===== config.mk =====
export PLATFORM = sky130hd
export DESIGN_NAME = ana_adv_reg
export DESIGN_NICKNAME = d
export VERILOG_FILES = /design/src/ana_pkg.sv /design/src/ana_word_if.sv /design/src/ana_word_store.sv /design/src/ana_adv_reg.sv
export VERILOG_INCLUDE_DIRS = /design/src
export SDC_FILE = /design/constraint.sdc
export NUM_CORES = 1
export LEC_CHECK = 0
export BUFFER_PORTS_ARGS = -buffer_cell sky130_fd_sc_hd__buf_2
export CAP_MARGIN = 0
export CORE_ASPECT_RATIO = 1.1
export CORE_MARGIN = 2
export CORE_UTILIZATION = 50
export DETAILED_ROUTE_END_ITERATION = 6
export GPL_TIMING_DRIVEN = 0
export PLACE_DENSITY_LB_ADDON = 0.3
export SYNTH_ARGS = -nofsm -noshare
export SYNTH_HDL_FRONTEND = slang
export SYNTH_SLANG_ARGS = --single-unit

===== constraint.sdc =====
create_clock -name sys_clk -period 1.3 [get_ports sys_clk]
set_input_delay 0.26 -clock sys_clk [delete_from_list [all_inputs] [get_ports sys_clk]]
set_output_delay 0.26 -clock sys_clk [all_outputs]
set_load 0.05 [all_outputs]

===== src/ana_defs.svh =====
/*
 * Offsets, field positions, reset values and the selector codes of the
 * auto-negotiation advertisement register.
 * Assumes it is included by bare name from the design files.
 */
`ifndef ANA_DEFS_SVH
`define ANA_DEFS_SVH

`define ANA_ADV_OFFSET     5'h04
`define ANA_BIT_NEXT_PAGE  15
`define ANA_BIT_RSVD_RO    14
`define ANA_BIT_RFAULT     13
`define ANA_BIT_RSVD_RW    12
`define ANA_BIT_ASYM_PAUSE 11
`define ANA_BIT_PAUSE      10
`define ANA_BIT_T4         9
`define ANA_BIT_TX_FD      8
`define ANA_BIT_TX_HD      7
`define ANA_BIT_10_FD      6
`define ANA_BIT_10_HD      5
`define ANA_SEL_MSB        4
`define ANA_SEL_LSB        0
`define ANA_SEL_RESET      5'h01
`define ANA_SEL_RSVD_LO    5'h00
`define ANA_SEL_RSVD_HI    5'h1f
`define ANA_RESET_FIXED    16'h0001
`define ANA_WRITE_MASK     16'hbfff
`define ANA_TECH_MASK      16'h01e0

`endif


===== src/ana_pkg.sv =====
/*
 * Types shared by the advertisement register bank and its storage.
 * Assumes nothing beyond a SystemVerilog compiler.
 */
package ana_pkg;
    typedef logic [15:0] ana_word_type;
    typedef logic [4:0]  ana_addr_type;
    typedef logic [3:0]  ana_tech_type;
endpackage : ana_pkg


===== src/ana_word_if.sv =====
/*
 * Carrier between the register bank and its holding register.
 * Assumes one clock domain shared by both ends.
 */
`timescale 1ns/100ps
interface ana_word_if;
    import ana_pkg::*;
    logic         load;
    ana_word_type load_data;
    ana_word_type held;
    modport bank (output load, output load_data, input held);
    modport store (input load, input load_data, output held);
endinterface : ana_word_if


===== src/ana_word_store.sv =====
/*
 * Holding register for the advertised word; read data from a register.
 * Assumes the straps are stable while rst_b is low and after release.
 */
`timescale 1ns/100ps
`include "ana_defs.svh"
module ana_word_store (
    input  wire logic           sys_clk,
    input  wire logic           rst_b,
    input  wire logic           clk_en,
    input  wire ana_pkg::ana_tech_type strap_tech,
    ana_word_if.store           port
);
    import ana_pkg::*;

    logic seeded;

    // Straps are caught by the first enabled edge after release
    always_ff @(posedge sys_clk or negedge rst_b) begin
        if (!rst_b) begin
            seeded <= 1'b0;
        end else if (clk_en) begin
            seeded <= 1'b1;
        end
    end

    always_ff @(posedge sys_clk or negedge rst_b) begin
        if (!rst_b) begin
            port.held <= `ANA_RESET_FIXED;
        end else if (clk_en) begin
            if (!seeded) begin
                port.held <= `ANA_RESET_FIXED
                    | {7'h00, strap_tech, 5'h00};
            end else if (port.load) begin
                port.held <= port.load_data & `ANA_WRITE_MASK;
            end
        end
    end
endmodule : ana_word_store


===== src/ana_adv_reg.sv =====
/*
 * Auto-negotiation advertisement register bank of a 10/100 transceiver.
 * Assumes a management transport presenting single-cycle read and write
 * strobes with a 5-bit register address, and a negotiation engine that
 * pulses an_start when it starts or restarts.
 */
// What this block does
// - Writable next-page bit 15, reset 0, advertises multi-page ability.
// - Bit 12 writable reserved, write 0; bit 14 read-only zero.
// - Writable asymmetric-pause bit 11, reset 0.
// - Writable pause bit 10, reset 0, advertises full-duplex pause.
// - Writable 100BASE-T4 bit 9, reset 0, advertised though unsupported.
// - Writable bit 8 advertises 100BASE-TX full-duplex.
// - Writable bit 7 advertises 100BASE-TX half-duplex.
// - Writable bit 6 advertises 10BASE-T full-duplex.
// - Writable bit 5 advertises 10BASE-T half-duplex.
// - Technology bits 8:5 reset values come from configuration straps.
`timescale 1ns/100ps
`include "ana_defs.svh"
module ana_adv_reg (
    input  wire logic                  sys_clk,
    input  wire logic                  rst_b,
    input  wire logic                  clk_en,
    input  wire ana_pkg::ana_addr_type reg_addr,
    input  wire logic                  reg_wr,
    input  wire ana_pkg::ana_word_type reg_wdata,
    input  wire logic                  reg_rd,
    output      ana_pkg::ana_word_type reg_rdata,
    output      logic                  reg_rvalid,
    input  wire ana_pkg::ana_tech_type strap_tech,
    input  wire logic                  an_start,
    output      ana_pkg::ana_word_type base_page,
    output      logic                  sel_reserved
);
    import ana_pkg::*;

    ana_word_if link ();

    function automatic logic hit(input ana_addr_type a);
        hit = (a == `ANA_ADV_OFFSET);
    endfunction : hit

    function automatic logic sel_bad(input ana_word_type w);
        logic [4:0] s;
        s = w[`ANA_SEL_MSB:`ANA_SEL_LSB];
        sel_bad = (s == `ANA_SEL_RSVD_LO) || (s == `ANA_SEL_RSVD_HI);
    endfunction : sel_bad

    // Every writable bit is stored straight from the bus word
    assign link.load      = hit(reg_addr) && reg_wr;
    assign link.load_data = reg_wdata;

    ana_word_store u_store (
        .sys_clk    (sys_clk),
        .rst_b      (rst_b),
        .clk_en     (clk_en),
        .strap_tech (strap_tech),
        .port       (link.store)
    );

    // Reads return the word one cycle after the strobe; others read zero
    always_ff @(posedge sys_clk or negedge rst_b) begin
        if (!rst_b) begin
            reg_rdata  <= 16'h0000;
            reg_rvalid <= 1'b0;
        end else if (clk_en) begin
            reg_rvalid <= reg_rd;
            if (reg_rd && hit(reg_addr)) begin
                reg_rdata <= link.held;
            end else begin
                reg_rdata <= 16'h0000;
            end
        end
    end

    // Word captured for transmission when negotiation (re)starts
    always_ff @(posedge sys_clk or negedge rst_b) begin
        if (!rst_b) begin
            base_page <= `ANA_RESET_FIXED;
        end else if (clk_en && an_start) begin
            base_page <= link.held;
        end
    end

    // Flags a selector code that software was not meant to load
    always_ff @(posedge sys_clk or negedge rst_b) begin
        if (!rst_b) begin
            sel_reserved <= 1'b0;
        end else if (clk_en) begin
            sel_reserved <= sel_bad(link.held);
        end
    end

    for (genvar t = 0; t < 4; t++) begin : g_strap

    end
endmodule : ana_adv_reg


**Word level (Yosys, flattened, before mapping)**

Index checks and enable logic that the tools add are counted.
W data, S select, Z words.

- Register bits after elaboration: 51
- Logic and storage cells: 18

- Eq/ne operators: 3
- Muxes and demuxes: 3
- Reduce and logical (&&, ||, !) cells: 6

Operators by type and width:

| cell | count |
|---|---|
| $mux W16 | 3 |
| $eq A5 B3 Y1 const B | 1 |
| $eq A5 B5 Y1 const B | 1 |
| $logic_not A5 Y1 | 1 |
| $logic_and A1 B1 Y1 | 3 |
| $ne A2 B2 Y1 const B | 1 |
| $reduce_and A2 Y1 | 1 |
| $logic_or A1 B1 Y1 | 1 |

**Longest topological paths before layout**

Gate-level depths: netlist of run 1.

- Word-level depth: 4
- Depth in mapped cells: 5

**Hierarchy**

From an unflattened synthesis of run 1, not the netlist that was laid out.

- Cells, all modules: 182
- Area total of the unflattened synthesis: 2223.4 sq um

By module, submodules not included:

| module | times used | cells an instance | area an instance (sq um) | sequential area each (sq um) |
|---|---|---|---|---|
| ana_adv_reg | 1 | 114 | 1458.9 | 852.1 |
| ana_word_store | 1 | 68 | 764.5 | 401.6 |

**Worst setup path before layout of run 1**

Ideal clock, no wire load.

- Path type: input -> register
- From: input port reg_addr[3]
- To: register u_store.port.held[11]
- Setup time: 0.087 ns
- Arrival: 1.401 ns
- Path slack: -0.188 ns
- Stages: 4
- Buffers on the path: 1
- Cell sequence: or3b_4 -> or4_1 -> buf_2 -> o211ai_1

- Word-level cells in the longest chain between the ends: 4

Ends and longest elaborated chain:

| item | RTL line | RTL |
|---|---|---|
| start, declared | ana_adv_reg.sv:24 | `input wire ana_pkg::ana_addr_type reg_addr,` |
| $eq A5 B3 Y1 (no line) | - |  |
| $logic_and A1 B1 Y1 | ana_adv_reg.sv:50 | `assign link.load = hit(reg_addr) && reg_wr;` |
| $ne A2 B2 Y1 (no line) | - |  |
| $reduce_and A2 Y1 (no line) | - |  |
| end signal, assigned | ana_word_store.sv:29 | `` port.held <= `ANA_RESET_FIXED; `` |
| end signal, assigned | ana_word_store.sv:32 | `` port.held <= `ANA_RESET_FIXED `` |
| end signal, assigned | ana_word_store.sv:35 | `` port.held <= port.load_data & `ANA_WRITE_MASK; `` |
| end, declared | ana_word_if.sv:12 | `modport store (input load, input load_data, output held);` |

Every way passes these cells.
A chain may end at the register's enable or synchronous reset.

**Worst setup path in the final report of run 1**

- From: register base_page[0]
- To: output port base_page[0]

RTL lines:

| item | RTL line | RTL |
|---|---|---|
| start, declared | ana_adv_reg.sv:32 | `output ana_pkg::ana_word_type base_page,` |
| start signal, assigned | ana_adv_reg.sv:79 | `` base_page <= `ANA_RESET_FIXED; `` |
| start signal, assigned | ana_adv_reg.sv:81 | `base_page <= link.held;` |

No word-level cell between the ends.

==> tab_implementation.tex, run 1 <==
\begin{tabular}{lr}
\hline
Metric & Value \\
\hline
\multicolumn{2}{l}{\textbf{Clock tree}} \\
\quad CTS tree & done \\
\quad CTS max path bufs & 2 \\
\quad Total clock sinks & 48 \\
\quad H-Tree Depth & 2 \\
\quad Clock transition time at the flip-flop clock pins of the worst setup and hold paths & 90 ps \\
\quad Total clock buffers created by CTS & 5 \\
\quad Clk Latency, worst-skew pair & 300 ps \\
\quad Clock Root Buffer & sky130\_fd\_sc\_hd\_\_clkbuf\_8 \\
\multicolumn{2}{l}{\textbf{Detailed routing}} \\
\quad Number of search-and-repair iterations in the first detailed-routing pass & 4 \\
\quad Antenna viol nets, final & 0 \\
\quad Final wirelength & 4.46 mm \\
\quad Average wire length per cell after detail routing & 15.4 um \\
\quad Number of design-rule violations left by the first detailed-router iteration & 158 \\
\quad Remaining DRCs & 0 \\
\quad Vias after detailed routing & 1601 \\
\quad Ratio of routed vias to standard cells & 5.54 \\
\multicolumn{2}{l}{\textbf{Global route}} \\
\quad GR Overflow Total & 0 \\
\quad Gr usage total & 0.208 \\
\quad Via count of the first global-routing pass & 1570 \\
\quad Wire length of the first global-routing pass & 7.36 mm \\
\quad Pin count of the biggest net entering global routing & 49 \\
\quad Antenna violations before repair & 0 \\
\multicolumn{2}{l}{\textbf{STA}} \\
\quad Fmax & 0.794 GHz \\
\quad Worst Skew & 9.65 ps \\
\quad Setup Total Neg Slack & 0 ps \\
\quad Final count of hold timing violations & 0 \\
\quad Slew of the pin with the lowest slew margin & 1030 ps \\
\quad Share of the clock period used by the worst path & 0.969 \\
\quad Worst slew margin relative to its limit & 0.313 \\
\quad Fin. max-slew vios & 0 \\
\quad Post-layout minimum cycle time & 1260 ps \\
\quad Final worst hold slack & 127 ps \\
\quad Final setup violating endpoints & 0 \\
\quad Unrepaired setup endpoints after global routing & false \\
\multicolumn{2}{l}{\textbf{Setup path}} \\
\quad Startpoint class of the critical path & flip-flop \\
\quad Number of buffers and inverters on the critical path & 1 \\
\quad Setup crit end kind & output pin \\
\quad Worst path max stage delay & 550 ps \\
\quad Highest fanout seen on the critical path & 2 \\
\quad WP data arrival & 1000 ps \\
\quad Slowest CP cell & sky130\_fd\_sc\_hd\_\_dfstp\_2 \\
\quad CP top delay family & flip-flops \\
\quad Critical path type & flip-flop to output pin \\
\quad Critical Path, Cell by Cell & buf\_6 \\
\quad Data required time at the worst endpoint & 1040 ps \\
\multicolumn{2}{l}{\textbf{Placed design}} \\
\quad GP Congestion & 0.818 \\
\quad Count of port buffers added during placement & 61 \\
\quad HPWL after DPL & 3.30 mm \\
\multicolumn{2}{l}{\textbf{Final layout}} \\
\quad Filler instances & 340 \\
\quad Final Net Count & 267 \\
\quad Area growth from synthesis to layout & 24.3\% \\
\quad Total inserted antenna cells & 0 \\
\quad Fraction of layout cells with a size suffix above 1 & 0.451 \\
\multicolumn{2}{l}{\textbf{Power and ir drop}} \\
\quad P\_leak & 1.18 nW \\
\quad Net Sw Frac & 0.258 \\
\quad Power share of the combinational group & 0.110 \\
\quad Switching Power & 0.000715 W \\
\quad Portion of total power attributed to sequential cells & 0.555 \\
\quad Largest voltage drop on the vdd net & 0.000829 V \\
\quad Power share of the clock group & 0.335 \\
\quad Internal Pwr Total & 0.00205 W \\
\quad Power density over the cells & 1080 nW/um\^{}2 \\
\multicolumn{2}{l}{\textbf{Floorplan}} \\
\quad Initial core utilization & 0.519 \\
\quad Ports & 65 \\
\quad Vert. Die Dim & 71.3 um \\
\quad Row cnt & 24 \\
\quad Width of the chip & 65.1 um \\
\quad Die Outline Area & 4640 um\^{}2 \\
\quad Area inside the core boundary & 3960 um\^{}2 \\
\multicolumn{2}{l}{\textbf{Synth}} \\
\quad Total number of yosys warnings & 0 \\
\quad Post-Synthesis Mean Instance Area & 12.2 um\^{}2 \\
\quad Gate Count Post-Synth & 168 \\
\quad Flops \& latches, synth & 48 \\
\quad Post-synthesis cell type count & 31 \\
\quad Combined area of all synthesized cells & 2060 um\^{}2 \\
\quad Sequential area share after synthesis & 0.586 \\
\multicolumn{2}{l}{\textbf{Run}} \\
\quad Max\_cap viols & 0 \\
\multicolumn{2}{l}{\textbf{Run status}} \\
\quad Result of the run & finished, final reports clean \\
\multicolumn{2}{l}{\textbf{Hold path}} \\
\quad Classification of the worst-slack hold path & primary input to asynchronous set/reset pin \\
\hline
\end{tabular}
[timing repair]
item,CTS,global route
pin swaps,4,1
setup endpoints to repair,35,12
buffers inserted,1,0
hold buffers,0,0
resized for setup,9,5
[worst paths after layout]
check | slack [ps] | cells past startpoint | end | from
max in group asynchronous | 540 | 1 | u_store.port.held[13] | rst_b
hold reg to reg | 510 | 1 | reg_rdata[5] | reg_rdata[5]
setup / recovery | 40 | 1 | base_page[0] | base_page[0]
min in group sys_clk | 190 | 3 | u_store.port.held[1] | reg_wdata[1]
hold / removal | 130 | 1 | reg_rdata[13] | rst_b
setup reg to reg | 90 | 3 | u_store.port.held[8] | u_store.seeded
[final cells by class]
cell class / count / area [um^2] / share of cell area
Clock buffer: 6 / 82.6 / 0.0323
Tap cell: 52 / 65.1 / 0.0255
Sequential cell: 48 / 1200 / 0.471
Timing Repair Buffer: 62 / 325 / 0.127
Buffer: 10 / 53.8 / 0.0211
Clock inverter: 2 / 15.0 / 0.00588
Multi-Input combinational cell: 107 / 802 / 0.314
Inverter: 2 / 7.51 / 0.00294
[flip-flops by register name (all words and copies together), names as in the netlist]
signal	flops
sel_reserved	1
reg_rvalid	1
u_store.seeded	1
u_store.port.held	15
reg_rdata	15
base_page	15
[placed cells by master (no fill, tap or decap)]
cell                         netlist  layout
sky130_fd_sc_hd__and4bb_2          2       2
sky130_fd_sc_hd__and3_1            1       1
sky130_fd_sc_hd__inv_2             1       1
sky130_fd_sc_hd__inv_1             1       1
sky130_fd_sc_hd__nand2b_1          1       1
sky130_fd_sc_hd__buf_6             0       2
sky130_fd_sc_hd__buf_2             2      59
sky130_fd_sc_hd__or2_2             1       1
sky130_fd_sc_hd__nor4b_4           1       1
sky130_fd_sc_hd__nor2_1            3       3
sky130_fd_sc_hd__o21ai_0           3       2
sky130_fd_sc_hd__clkbuf_8          0       6
sky130_fd_sc_hd__nand2_1          21      21
sky130_fd_sc_hd__clkinvlp_4        0       2
sky130_fd_sc_hd__and3b_1           1       1
sky130_fd_sc_hd__nand3b_1          1       1
sky130_fd_sc_hd__buf_4             2       4
sky130_fd_sc_hd__nor2b_1           1       1
sky130_fd_sc_hd__o21ai_1           0       1
sky130_fd_sc_hd__or3_4             0       1
sky130_fd_sc_hd__o221a_2           4       4
sky130_fd_sc_hd__clkbuf_2          0       4
sky130_fd_sc_hd__clkbuf_1          8       3
sky130_fd_sc_hd__or3b_4            1       1
sky130_fd_sc_hd__dfrtp_1          46      46
sky130_fd_sc_hd__nand3_1           9       9
sky130_fd_sc_hd__o22a_1            4       4
sky130_fd_sc_hd__o211ai_1         16      16
sky130_fd_sc_hd__dfstp_2           2       2
sky130_fd_sc_hd__or4_4             0       1
sky130_fd_sc_hd__a22o_1           15      15
sky130_fd_sc_hd__nor3_1            1       1
sky130_fd_sc_hd__mux2_2           15      15
sky130_fd_sc_hd__a31oi_1           1       1
sky130_fd_sc_hd__conb_1            1       2
sky130_fd_sc_hd__or3b_2            1       1
[worst reg2reg max path: cells and delay by family (launching register included)]
family	cells	cell delay [ps]
and+or+nand+nor	2	450
DFF	1	360
AOI/OAI and AO/OA	1	300
[metrics by stage]
step                area [um^2]  utilization  setup slack [ps]  std cells  total power [W]
finish                     2550        0.645              40.9        289          0.00277
global route               2550        0.645              2.18        289          0.00289
CTS                        2560        0.646             0.729        290          0.00278
detailed placement         2440        0.615              -436        282          0.00187
global placement           2440        0.615              -424        282          0.00186
floorplan                  2070            -              -187        169          0.00174
[Yosys cell counts, drive strengths merged]
library cell,instances,area (um^2)
a31oi,1,6.26
nor2b,1,6.26
a22o,15,131
and3b,1,8.76
nand3,9,45.0
inv,2,7.50
nand2,21,78.8
and4bb,2,25.0
or2,1,6.26
nor4b,1,23.8
o22a,4,35.0
or3b,2,20.0
or4,1,7.51
o21ai,3,15.0
clkbuf,8,30.0
nand2b,1,6.26
nand3b,1,7.51
dfrtp,46,1150
o221a,4,45.0
dfstp,2,52.6
o211ai,16,120
nor2,3,11.3
and3,1,6.26
mux2,15,169
buf,4,25.0
or3,1,6.26
nor3,1,5.00
conb,1,3.75
[metal layers]
metal  up-vias  global-route usage  share of wire
met5         -                   0              0
met4         0              0.0833          0.021
met3        11              0.0659          0.053
met2        48               0.332           0.49
met1       783               0.265           0.44
li1        759                   -              -
[kinds of logic after synthesis]
family	synth area share
AO/OA/AOI/OAI	0.172
buffers and inverters	0.0304
other	0.00182
AND/OR/NAND/NOR	0.128
multiplexers	0.0822
flip-flops	0.586
[power by group through the flow]
stage | sequential, W | combinational (W) | clock, W
3_3_place_gp | 0.00156 | 0.000301 | 0
5_1_grt | 0.00154 | 0.000330 | 0.00102
6_report | 0.00154 | 0.000304 | 0.000928
3_5_place_dp | 0.00156 | 0.000304 | 0
4_1_cts | 0.00154 | 0.000307 | 0.000938
2_1_floorplan | 0.00163 | 0.000115 | 0
No activity file was read; power rests on OpenSTA's default activity.
==> run 2, diff against run 1 <==
--- a/config.mk
+++ b/config.mk
@@ -8,7 +8,6 @@
 export LEC_CHECK = 0
 export BUFFER_PORTS_ARGS = -buffer_cell sky130_fd_sc_hd__buf_2
 export CAP_MARGIN = 0
-export CORE_ASPECT_RATIO = 1.1
 export CORE_MARGIN = 2
 export CORE_UTILIZATION = 50
 export DETAILED_ROUTE_END_ITERATION = 6
==> run 2 against run 1 <==
  * Global-route usage is 0.91 points higher
  * Clock power is 57% higher
  * Setup slack worse by 9.4 ps
  * Sequential share of layout area is 1.2 points lower
  * Hold slack worse by 2.6 ps
  * Final cell count is 0.69% lower
  * Non-clock buffer count stayed put
  * Count of clock-buffer cells in the layout is 1 lower
  * Critical path depth stayed put
  * Via count is 0.25% higher
  * First-iteration DRC count is 23% lower
  * Critical endpoint unchanged
==> tab_implementation.tex, run 2 (synthesis gave the netlist of run 1 again) <==
\begin{tabular}{lr}
\hline
Metric & Value \\
\hline
\multicolumn{2}{l}{\textbf{Global route}} \\
\quad Wire length of the first global-routing pass & 7.29 mm \\
\quad Antenna violations before repair & 0 \\
\quad GR Overflow Total & 0 \\
\quad Gr usage total & 0.217 \\
\quad Pin count of the biggest net entering global routing & 49 \\
\quad Via count of the first global-routing pass & 1534 \\
\multicolumn{2}{l}{\textbf{Detailed routing}} \\
\quad Antenna viol nets, final & 0 \\
\quad Number of design-rule violations left by the first detailed-router iteration & 121 \\
\quad Final wirelength & 4.60 mm \\
\quad Number of search-and-repair iterations in the first detailed-routing pass & 4 \\
\quad Remaining DRCs & 0 \\
\quad Ratio of routed vias to standard cells & 5.59 \\
\quad Average wire length per cell after detail routing & 16.0 um \\
\quad Vias after detailed routing & 1605 \\
\multicolumn{2}{l}{\textbf{Setup path}} \\
\quad Startpoint class of the critical path & flip-flop \\
\quad Setup crit end kind & output pin \\
\quad Critical path type & flip-flop to output pin \\
\quad CP top delay family & flip-flops \\
\quad Data required time at the worst endpoint & 1040 ps \\
\quad Highest fanout seen on the critical path & 2 \\
\quad Number of buffers and inverters on the critical path & 1 \\
\quad Minimum setup slack among reg-to-reg paths & 90 ps \\
\quad Critical Path, Cell by Cell & buf\_6 \\
\quad Slowest CP cell & sky130\_fd\_sc\_hd\_\_dfstp\_2 \\
\quad Worst path max stage delay & 550 ps \\
\quad WP data arrival & 1010 ps \\
\multicolumn{2}{l}{\textbf{Power and ir drop}} \\
\quad Power density over the cells & 1260 nW/um\^{}2 \\
\quad P\_leak & 1.22 nW \\
\quad Largest voltage drop on the vdd net & 0.000533 V \\
\multicolumn{2}{l}{\textbf{Final layout}} \\
\quad Total inserted antenna cells & 0 \\
\quad Leading cell type in the layout, fill and taps excluded & sky130\_fd\_sc\_hd\_\_buf\_2 \\
\quad Fraction of layout cells with a size suffix above 1 & 0.451 \\
\quad Final Net Count & 267 \\
\quad Biggest registers after layout & base\_page: 15 flops, reg\_rdata: 15 flops, u\_store.port.held: 15 flops \\
\quad Final cell area excluding filler cells & 2620 um\^{}2 \\
\quad Most frequent cells in the layout & sky130\_fd\_sc\_hd\_\_buf\_2 (58), sky130\_fd\_sc\_hd\_\_dfrtp\_1 (46), sky130\_fd\_sc\_hd\_\_nand2\_1 (21), sky130\_fd\_sc\_hd\_\_o211ai\_1 (16) \\
\quad Area growth from synthesis to layout & 27.4\% \\
\quad Core occupancy in the finished layout & 0.660 \\
\multicolumn{2}{l}{\textbf{Clock tree}} \\
\quad H-Tree Depth & 2 \\
\quad CTS max path bufs & 2 \\
\quad Total clock sinks & 48 \\
\quad Total clock buffers created by CTS & 5 \\
\quad Clock Root Buffer & sky130\_fd\_sc\_hd\_\_clkbuf\_8 \\
\quad Clk Latency, worst-skew pair & 300 ps \\
\quad Clock transition time at the flip-flop clock pins of the worst setup and hold paths & 90 ps \\
\quad CTS tree & done \\
\quad Hold Buf Count CTS & 0 \\
\multicolumn{2}{l}{\textbf{STA}} \\
\quad Worst Skew & 9.07 ps \\
\quad Final count of hold timing violations & 0 \\
\quad Smallest setup slack after layout & 31.4 ps \\
\quad Worst slew margin relative to its limit & 0.309 \\
\quad Final setup violating endpoints & 0 \\
\quad Fmax & 0.788 GHz \\
\quad Post-layout minimum cycle time & 1270 ps \\
\quad Fin. max-slew vios & 0 \\
\quad Slew of the pin with the lowest slew margin & 1040 ps \\
\quad Share of the clock period used by the worst path & 0.976 \\
\multicolumn{2}{l}{\textbf{Floorplan}} \\
\quad Vert. Die Dim & 68.1 um \\
\quad Width of the chip & 68.1 um \\
\quad Row cnt & 23 \\
\quad Area inside the core boundary & 3970 um\^{}2 \\
\quad Ports & 65 \\
\quad Initial core utilization & 0.518 \\
\quad Die Outline Area & 4640 um\^{}2 \\
\multicolumn{2}{l}{\textbf{Placed design}} \\
\quad Worst slack, placed & -445 ps \\
\quad Count of port buffers added during placement & 61 \\
\quad Post-placement cell area & 2430 um\^{}2 \\
\quad GP Congestion & 0.788 \\
\quad HPWL after DPL & 3.23 mm \\
\multicolumn{2}{l}{\textbf{Run status}} \\
\quad Result of the run & finished, final reports clean \\
\multicolumn{2}{l}{\textbf{Hold path}} \\
\quad Classification of the worst-slack hold path & primary input to asynchronous set/reset pin \\
\multicolumn{2}{l}{\textbf{Run}} \\
\quad Max\_cap viols & 0 \\
\hline
\end{tabular}
## run 2: cell count changes in the layout (fill, tap and decap cells not counted), sizes merged
cell      change
clkbuf        -1
clkinvlp      -2
bufinv        +3
## run 2: path summary, 6_finish.rpt
path,depth (start not counted),start,to
setup / recovery,1,base_page[0],base_page[0]
hold reg to reg,1,base_page[7],base_page[7]
setup reg to reg,4,u_store.seeded,u_store.port.held[12]
hold / removal,1,rst_b,reg_rdata[8]
min in group sys_clk,3,reg_wdata[1],u_store.port.held[1]
max in group asynchronous,1,rst_b,u_store.port.held[9]
## run 2: layout make-up
class | count | area (um^2)
flip-flops and latches | 48 | 1200
fillers | 309 | 1350
multi-input cells | 107 | 802
inverters | 2 | 7.51
well taps | 50 | 62.6
clock inverters | 3 | 90.1
repair buffers | 62 | 332
plain buffers | 10 | 53.8
clock buffers | 5 | 68.8
## run 2: metal layers
| metal | routed length (um) | global-route usage | vias up |
|---|---|---|---|
| met5 | 0 | 0 | - |
| met4 | 40 | 0.0825 | 0 |
| met3 | 259 | 0.0493 | 4 |
| met2 | 2200 | 0.339 | 52 |
| met1 | 2090 | 0.295 | 794 |
| li1 | - | - | 755 |
## run 2: repair_timing
item	CTS	global route
endpoints found under the setup margin	35	23
hold endpoints to repair	0	0
resized for setup	9	6
pin swaps	2	2
setup buffers	1	0
## run 2: through the flow
stage,cells,power (W),setup TNS [ps],hold slack [ps]
3_5_place_dp,280,0.00187,-13530,488
5_1_grt,287,0.00341,-1.33,216
6_report,287,0.00331,0,125
3_3_place_gp,280,0.00186,-13370,483
2_1_floorplan,169,0.00174,-2180,-35.6
4_1_cts,288,0.00333,-52.3,162
## run 2: power breakdown
group | total, W | internal [W] | switching [W] | leakage, nW
combinational | 0.000310 | 0.000107 | 0.000203 | 0.588
sequential | 0.00154 | 0.00152 | 0.0000177 | 0.551
clock | 0.00146 | 0.000961 | 0.000501 | 0.0784
==> run 3, diff against run 2 <==
--- a/config.mk
+++ b/config.mk
@@ -6,6 +6,7 @@
 export SDC_FILE = /design/constraint.sdc
 export NUM_CORES = 1
 export LEC_CHECK = 0
+export ABC_AREA = 1
 export BUFFER_PORTS_ARGS = -buffer_cell sky130_fd_sc_hd__buf_2
 export CAP_MARGIN = 0
 export CORE_MARGIN = 2
==> run 3 against run 2 <==
  * Final area down 3.0%
  * Setup slack improved by 17 ps
  * Global-route usage fell by 1.9 points
  * Routed wire length fell by 12%
  * Combinational power grew 130%
  * First-iteration DRC count up 8.3%
  * Utilization shrank 2.0 points
  * Final cell count grew 25%
  * Register-to-register slack better by 80 ps
  * Synthesized cell count is 42% higher
  * Critical endpoint unchanged
  * Largest power group unchanged
  * Highest routed layer unchanged
==> tab_implementation.tex, run 3 <==
\begin{tabular}{lr}
\hline
Metric & Value \\
\hline
\multicolumn{2}{l}{\textbf{Run status}} \\
\quad Result of the run & finished, final reports clean \\
\multicolumn{2}{l}{\textbf{Global route}} \\
\quad Gr usage total & 0.198 \\
\quad GR Overflow Total & 0 \\
\quad Antenna violations before repair & 0 \\
\quad Wire length of the first global-routing pass & 6.78 mm \\
\quad Via count of the first global-routing pass & 1525 \\
\quad Pin count of the biggest net entering global routing & 49 \\
\multicolumn{2}{l}{\textbf{Floorplan}} \\
\quad Width of the chip & 67.8 um \\
\quad Initial core utilization & 0.513 \\
\quad Ports & 65 \\
\quad Row cnt & 23 \\
\quad Die Outline Area & 4600 um\^{}2 \\
\quad Vert. Die Dim & 67.8 um \\
\quad Area inside the core boundary & 3970 um\^{}2 \\
\multicolumn{2}{l}{\textbf{Final layout}} \\
\quad Area growth from synthesis to layout & 24.8\% \\
\quad Final Net Count & 338 \\
\quad Fraction of layout cells with a size suffix above 1 & 0.289 \\
\quad Leading cell type in the layout, fill and taps excluded & sky130\_fd\_sc\_hd\_\_nand2\_1 \\
\quad Total inserted antenna cells & 0 \\
\quad Core occupancy in the finished layout & 0.640 \\
\quad Biggest registers after layout & base\_page: 15 flops, reg\_rdata: 15 flops, u\_store.port.held: 15 flops \\
\quad Most frequent cells in the layout & sky130\_fd\_sc\_hd\_\_nand2\_1 (90), sky130\_fd\_sc\_hd\_\_buf\_2 (66), sky130\_fd\_sc\_hd\_\_dfrtp\_1 (46), sky130\_fd\_sc\_hd\_\_o21ai\_0 (31), sky130\_fd\_sc\_hd\_\_inv\_1 (29) \\
\multicolumn{2}{l}{\textbf{STA}} \\
\quad Worst Skew & 9.80 ps \\
\quad Setup Total Neg Slack & 0 ps \\
\quad Fin. max-slew vios & 0 \\
\quad Final setup violating endpoints & 0 \\
\quad Share of the clock period used by the worst path & 0.963 \\
\quad Post-layout minimum cycle time & 1250 ps \\
\quad Fmax & 0.799 GHz \\
\quad Slew of the pin with the lowest slew margin & 1010 ps \\
\quad Unrepaired setup endpoints after global routing & false \\
\quad Worst slew margin relative to its limit & 0.327 \\
\quad Final count of hold timing violations & 0 \\
\quad Final worst hold slack & 134 ps \\
\quad Smallest setup slack after layout & 48.3 ps \\
\multicolumn{2}{l}{\textbf{Setup path}} \\
\quad Number of buffers and inverters on the critical path & 1 \\
\quad Critical Path, Cell by Cell & buf\_6 \\
\quad Data required time at the worst endpoint & 1040 ps \\
\quad Slowest CP cell & sky130\_fd\_sc\_hd\_\_dfstp\_2 \\
\quad Startpoint of the worst-slack reg-to-reg timing path & u\_store.seeded \\
\quad Critical path type & flip-flop to output pin \\
\quad CP top delay family & flip-flops \\
\quad Worst path max stage delay & 550 ps \\
\quad Setup crit end kind & output pin \\
\quad WP data arrival & 990 ps \\
\quad Startpoint class of the critical path & flip-flop \\
\quad Timing startpoint of the critical path & base\_page[0] \\
\quad Highest fanout seen on the critical path & 2 \\
\multicolumn{2}{l}{\textbf{Placed design}} \\
\quad Count of port buffers added during placement & 61 \\
\quad GP Congestion & 0.741 \\
\quad Worst slack, placed & 72.9 ps \\
\quad HPWL after DPL & 3.06 mm \\
\multicolumn{2}{l}{\textbf{Synth}} \\
\quad Adder-cell area share of the yosys netlist & 0 \\
\quad Main synth FF type & sky130\_fd\_sc\_hd\_\_dfrtp\_1 \\
\quad Gate Count Post-Synth & 238 \\
\quad Area share of xor/xnor cells in the synthesized design & 0 \\
\quad Simple logic cell fraction of the synthesized area & 0.235 \\
\quad Leading post-synthesis cells by instance count & sky130\_fd\_sc\_hd\_\_nand2\_1 (90), sky130\_fd\_sc\_hd\_\_dfrtp\_1 (46), sky130\_fd\_sc\_hd\_\_o21ai\_0 (31) \\
\quad Share of flip-flops with an asynchronous set or reset & 1.00 \\
\quad Proportion of synthesized area in mux cells & 0 \\
\quad Flops \& latches, synth & 48 \\
\quad Library cell with the highest instance count after synthesis & sky130\_fd\_sc\_hd\_\_nand2\_1 \\
\quad EDFF count, synth & 0 \\
\quad Post-Synthesis Mean Instance Area & 8.56 um\^{}2 \\
\quad Synth area leader & sky130\_fd\_sc\_hd\_\_dfrtp\_1 \\
\quad Area share of the largest cell type after synthesis & 0.565 \\
\quad Cell types occupying the most area after synthesis & sky130\_fd\_sc\_hd\_\_dfrtp\_1 (57\%), sky130\_fd\_sc\_hd\_\_nand2\_1 (17\%), sky130\_fd\_sc\_hd\_\_o21ai\_0 (7.6\%) \\
\quad Main combinational cell family by area after synthesis & simple AND/OR/NAND/NOR gates \\
\quad Synth Area in Compound Gates & 0.0762 \\
\quad Combined area of all synthesized cells & 2040 um\^{}2 \\
\quad Post-synthesis cell type count & 19 \\
\quad Sequential area share after synthesis & 0.591 \\
\quad Total number of yosys warnings & 0 \\
\multicolumn{2}{l}{\textbf{Run}} \\
\quad Max\_cap viols & 0 \\
\multicolumn{2}{l}{\textbf{Clock tree}} \\
\quad Total clock buffers created by CTS & 5 \\
\quad CTS max path bufs & 2 \\
\quad Clock transition time at the flip-flop clock pins of the worst setup and hold paths & 90 ps \\
\quad Total clock sinks & 48 \\
\quad Clk Latency, worst-skew pair & 290 ps \\
\quad Post CTS Setup Buffer Count & 0 \\
\quad Clock Root Buffer & sky130\_fd\_sc\_hd\_\_clkbuf\_8 \\
\quad H-Tree Depth & 2 \\
\quad CTS tree & done \\
\multicolumn{2}{l}{\textbf{Detailed routing}} \\
\quad Final wirelength & 4.04 mm \\
\quad Antenna viol nets, final & 0 \\
\quad Average wire length per cell after detail routing & 11.3 um \\
\quad Ratio of routed vias to standard cells & 4.72 \\
\quad Remaining DRCs & 0 \\
\quad Vias after detailed routing & 1689 \\
\quad Number of search-and-repair iterations in the first detailed-routing pass & 4 \\
\quad Number of design-rule violations left by the first detailed-router iteration & 131 \\
\multicolumn{2}{l}{\textbf{Power and ir drop}} \\
\quad Overall Power & 0.00356 W \\
\quad P\_leak & 1.48 nW \\
\quad Largest voltage drop on the vdd net & 0.000707 V \\
\quad Power density over the cells & 1400 nW/um\^{}2 \\
\multicolumn{2}{l}{\textbf{Hold path}} \\
\quad Classification of the worst-slack hold path & primary input to asynchronous set/reset pin \\
\hline
\end{tabular}
## run 3: metrics by stage
| step | std cells | area [um^2] |
|---|---|---|
| 2_1_floorplan | 239 | 2040 |
| 3_3_place_gp | 350 | 2410 |
| 3_5_place_dp | 350 | 2410 |
| 4_1_cts | 358 | 2540 |
| 5_1_grt | 358 | 2540 |
| 6_report | 358 | 2540 |
## run 3: area by class of cell
class,instances,area (um^2)
flip-flops and latches,48,1200
clock inverters,1,30.0
multi-input cells,148,641
fillers,341,1430
plain buffers,13,83.8
inverters,30,113
clock buffers,7,96.3
well taps,50,62.6
repair buffers,61,312
## run 3: worst register-to-register path: cells and delay by family (launching register included)
| family | cells | cell delay (ps) |
|---|---|---|
| buffers and inverters | 2 | 310 |
| flip-flops | 1 | 360 |
| AND/OR/NAND/NOR | 4 | 380 |
## run 3: layer usage
metal / track usage / vias to the layer above / routed length, um
met2: 0.325 / 44 / 1920
met5: 0 / - / 0
met1: 0.263 / 773 / 1870
li1: - / 866 / -
met4: 0.0600 / 0 / 60
met3: 0.0461 / 6 / 197
## run 3: timing repair
item                       4_1_cts  5_1_grt
gates resized for setup          1        1
hold buffers                     0        0
setup endpoints to repair        1        1
## run 3: path summary, 6_finish.rpt
kind                       cells after the start  slack, ps               endpoint
min                                            1        130           reg_rdata[1]
max                                            1         50           base_page[0]
max reg2reg                                    6        170  u_store.port.held[12]
min in group sys_clk                           3        190             reg_rvalid
min reg2reg                                    2        480   u_store.port.held[6]
max in group asynchronous                      1        540           sel_reserved
## run 3: kinds of logic (layout without fill, tap and decap cells)
kind of cell | count (synthesis) | count (layout)
AND/OR/NAND/NOR | 115 | 115
buffers and inverters | 43 | 112
AO/OA/AOI/OAI | 31 | 31
other | 1 | 2
flip-flops | 48 | 48
## run 3: where the power goes
part | switching (W) | internal [W]
clock | 0.000456 | 0.000678
sequential | 0.0000797 | 0.00164
combinational | 0.000522 | 0.000183
total | 0.00106 | 0.00250
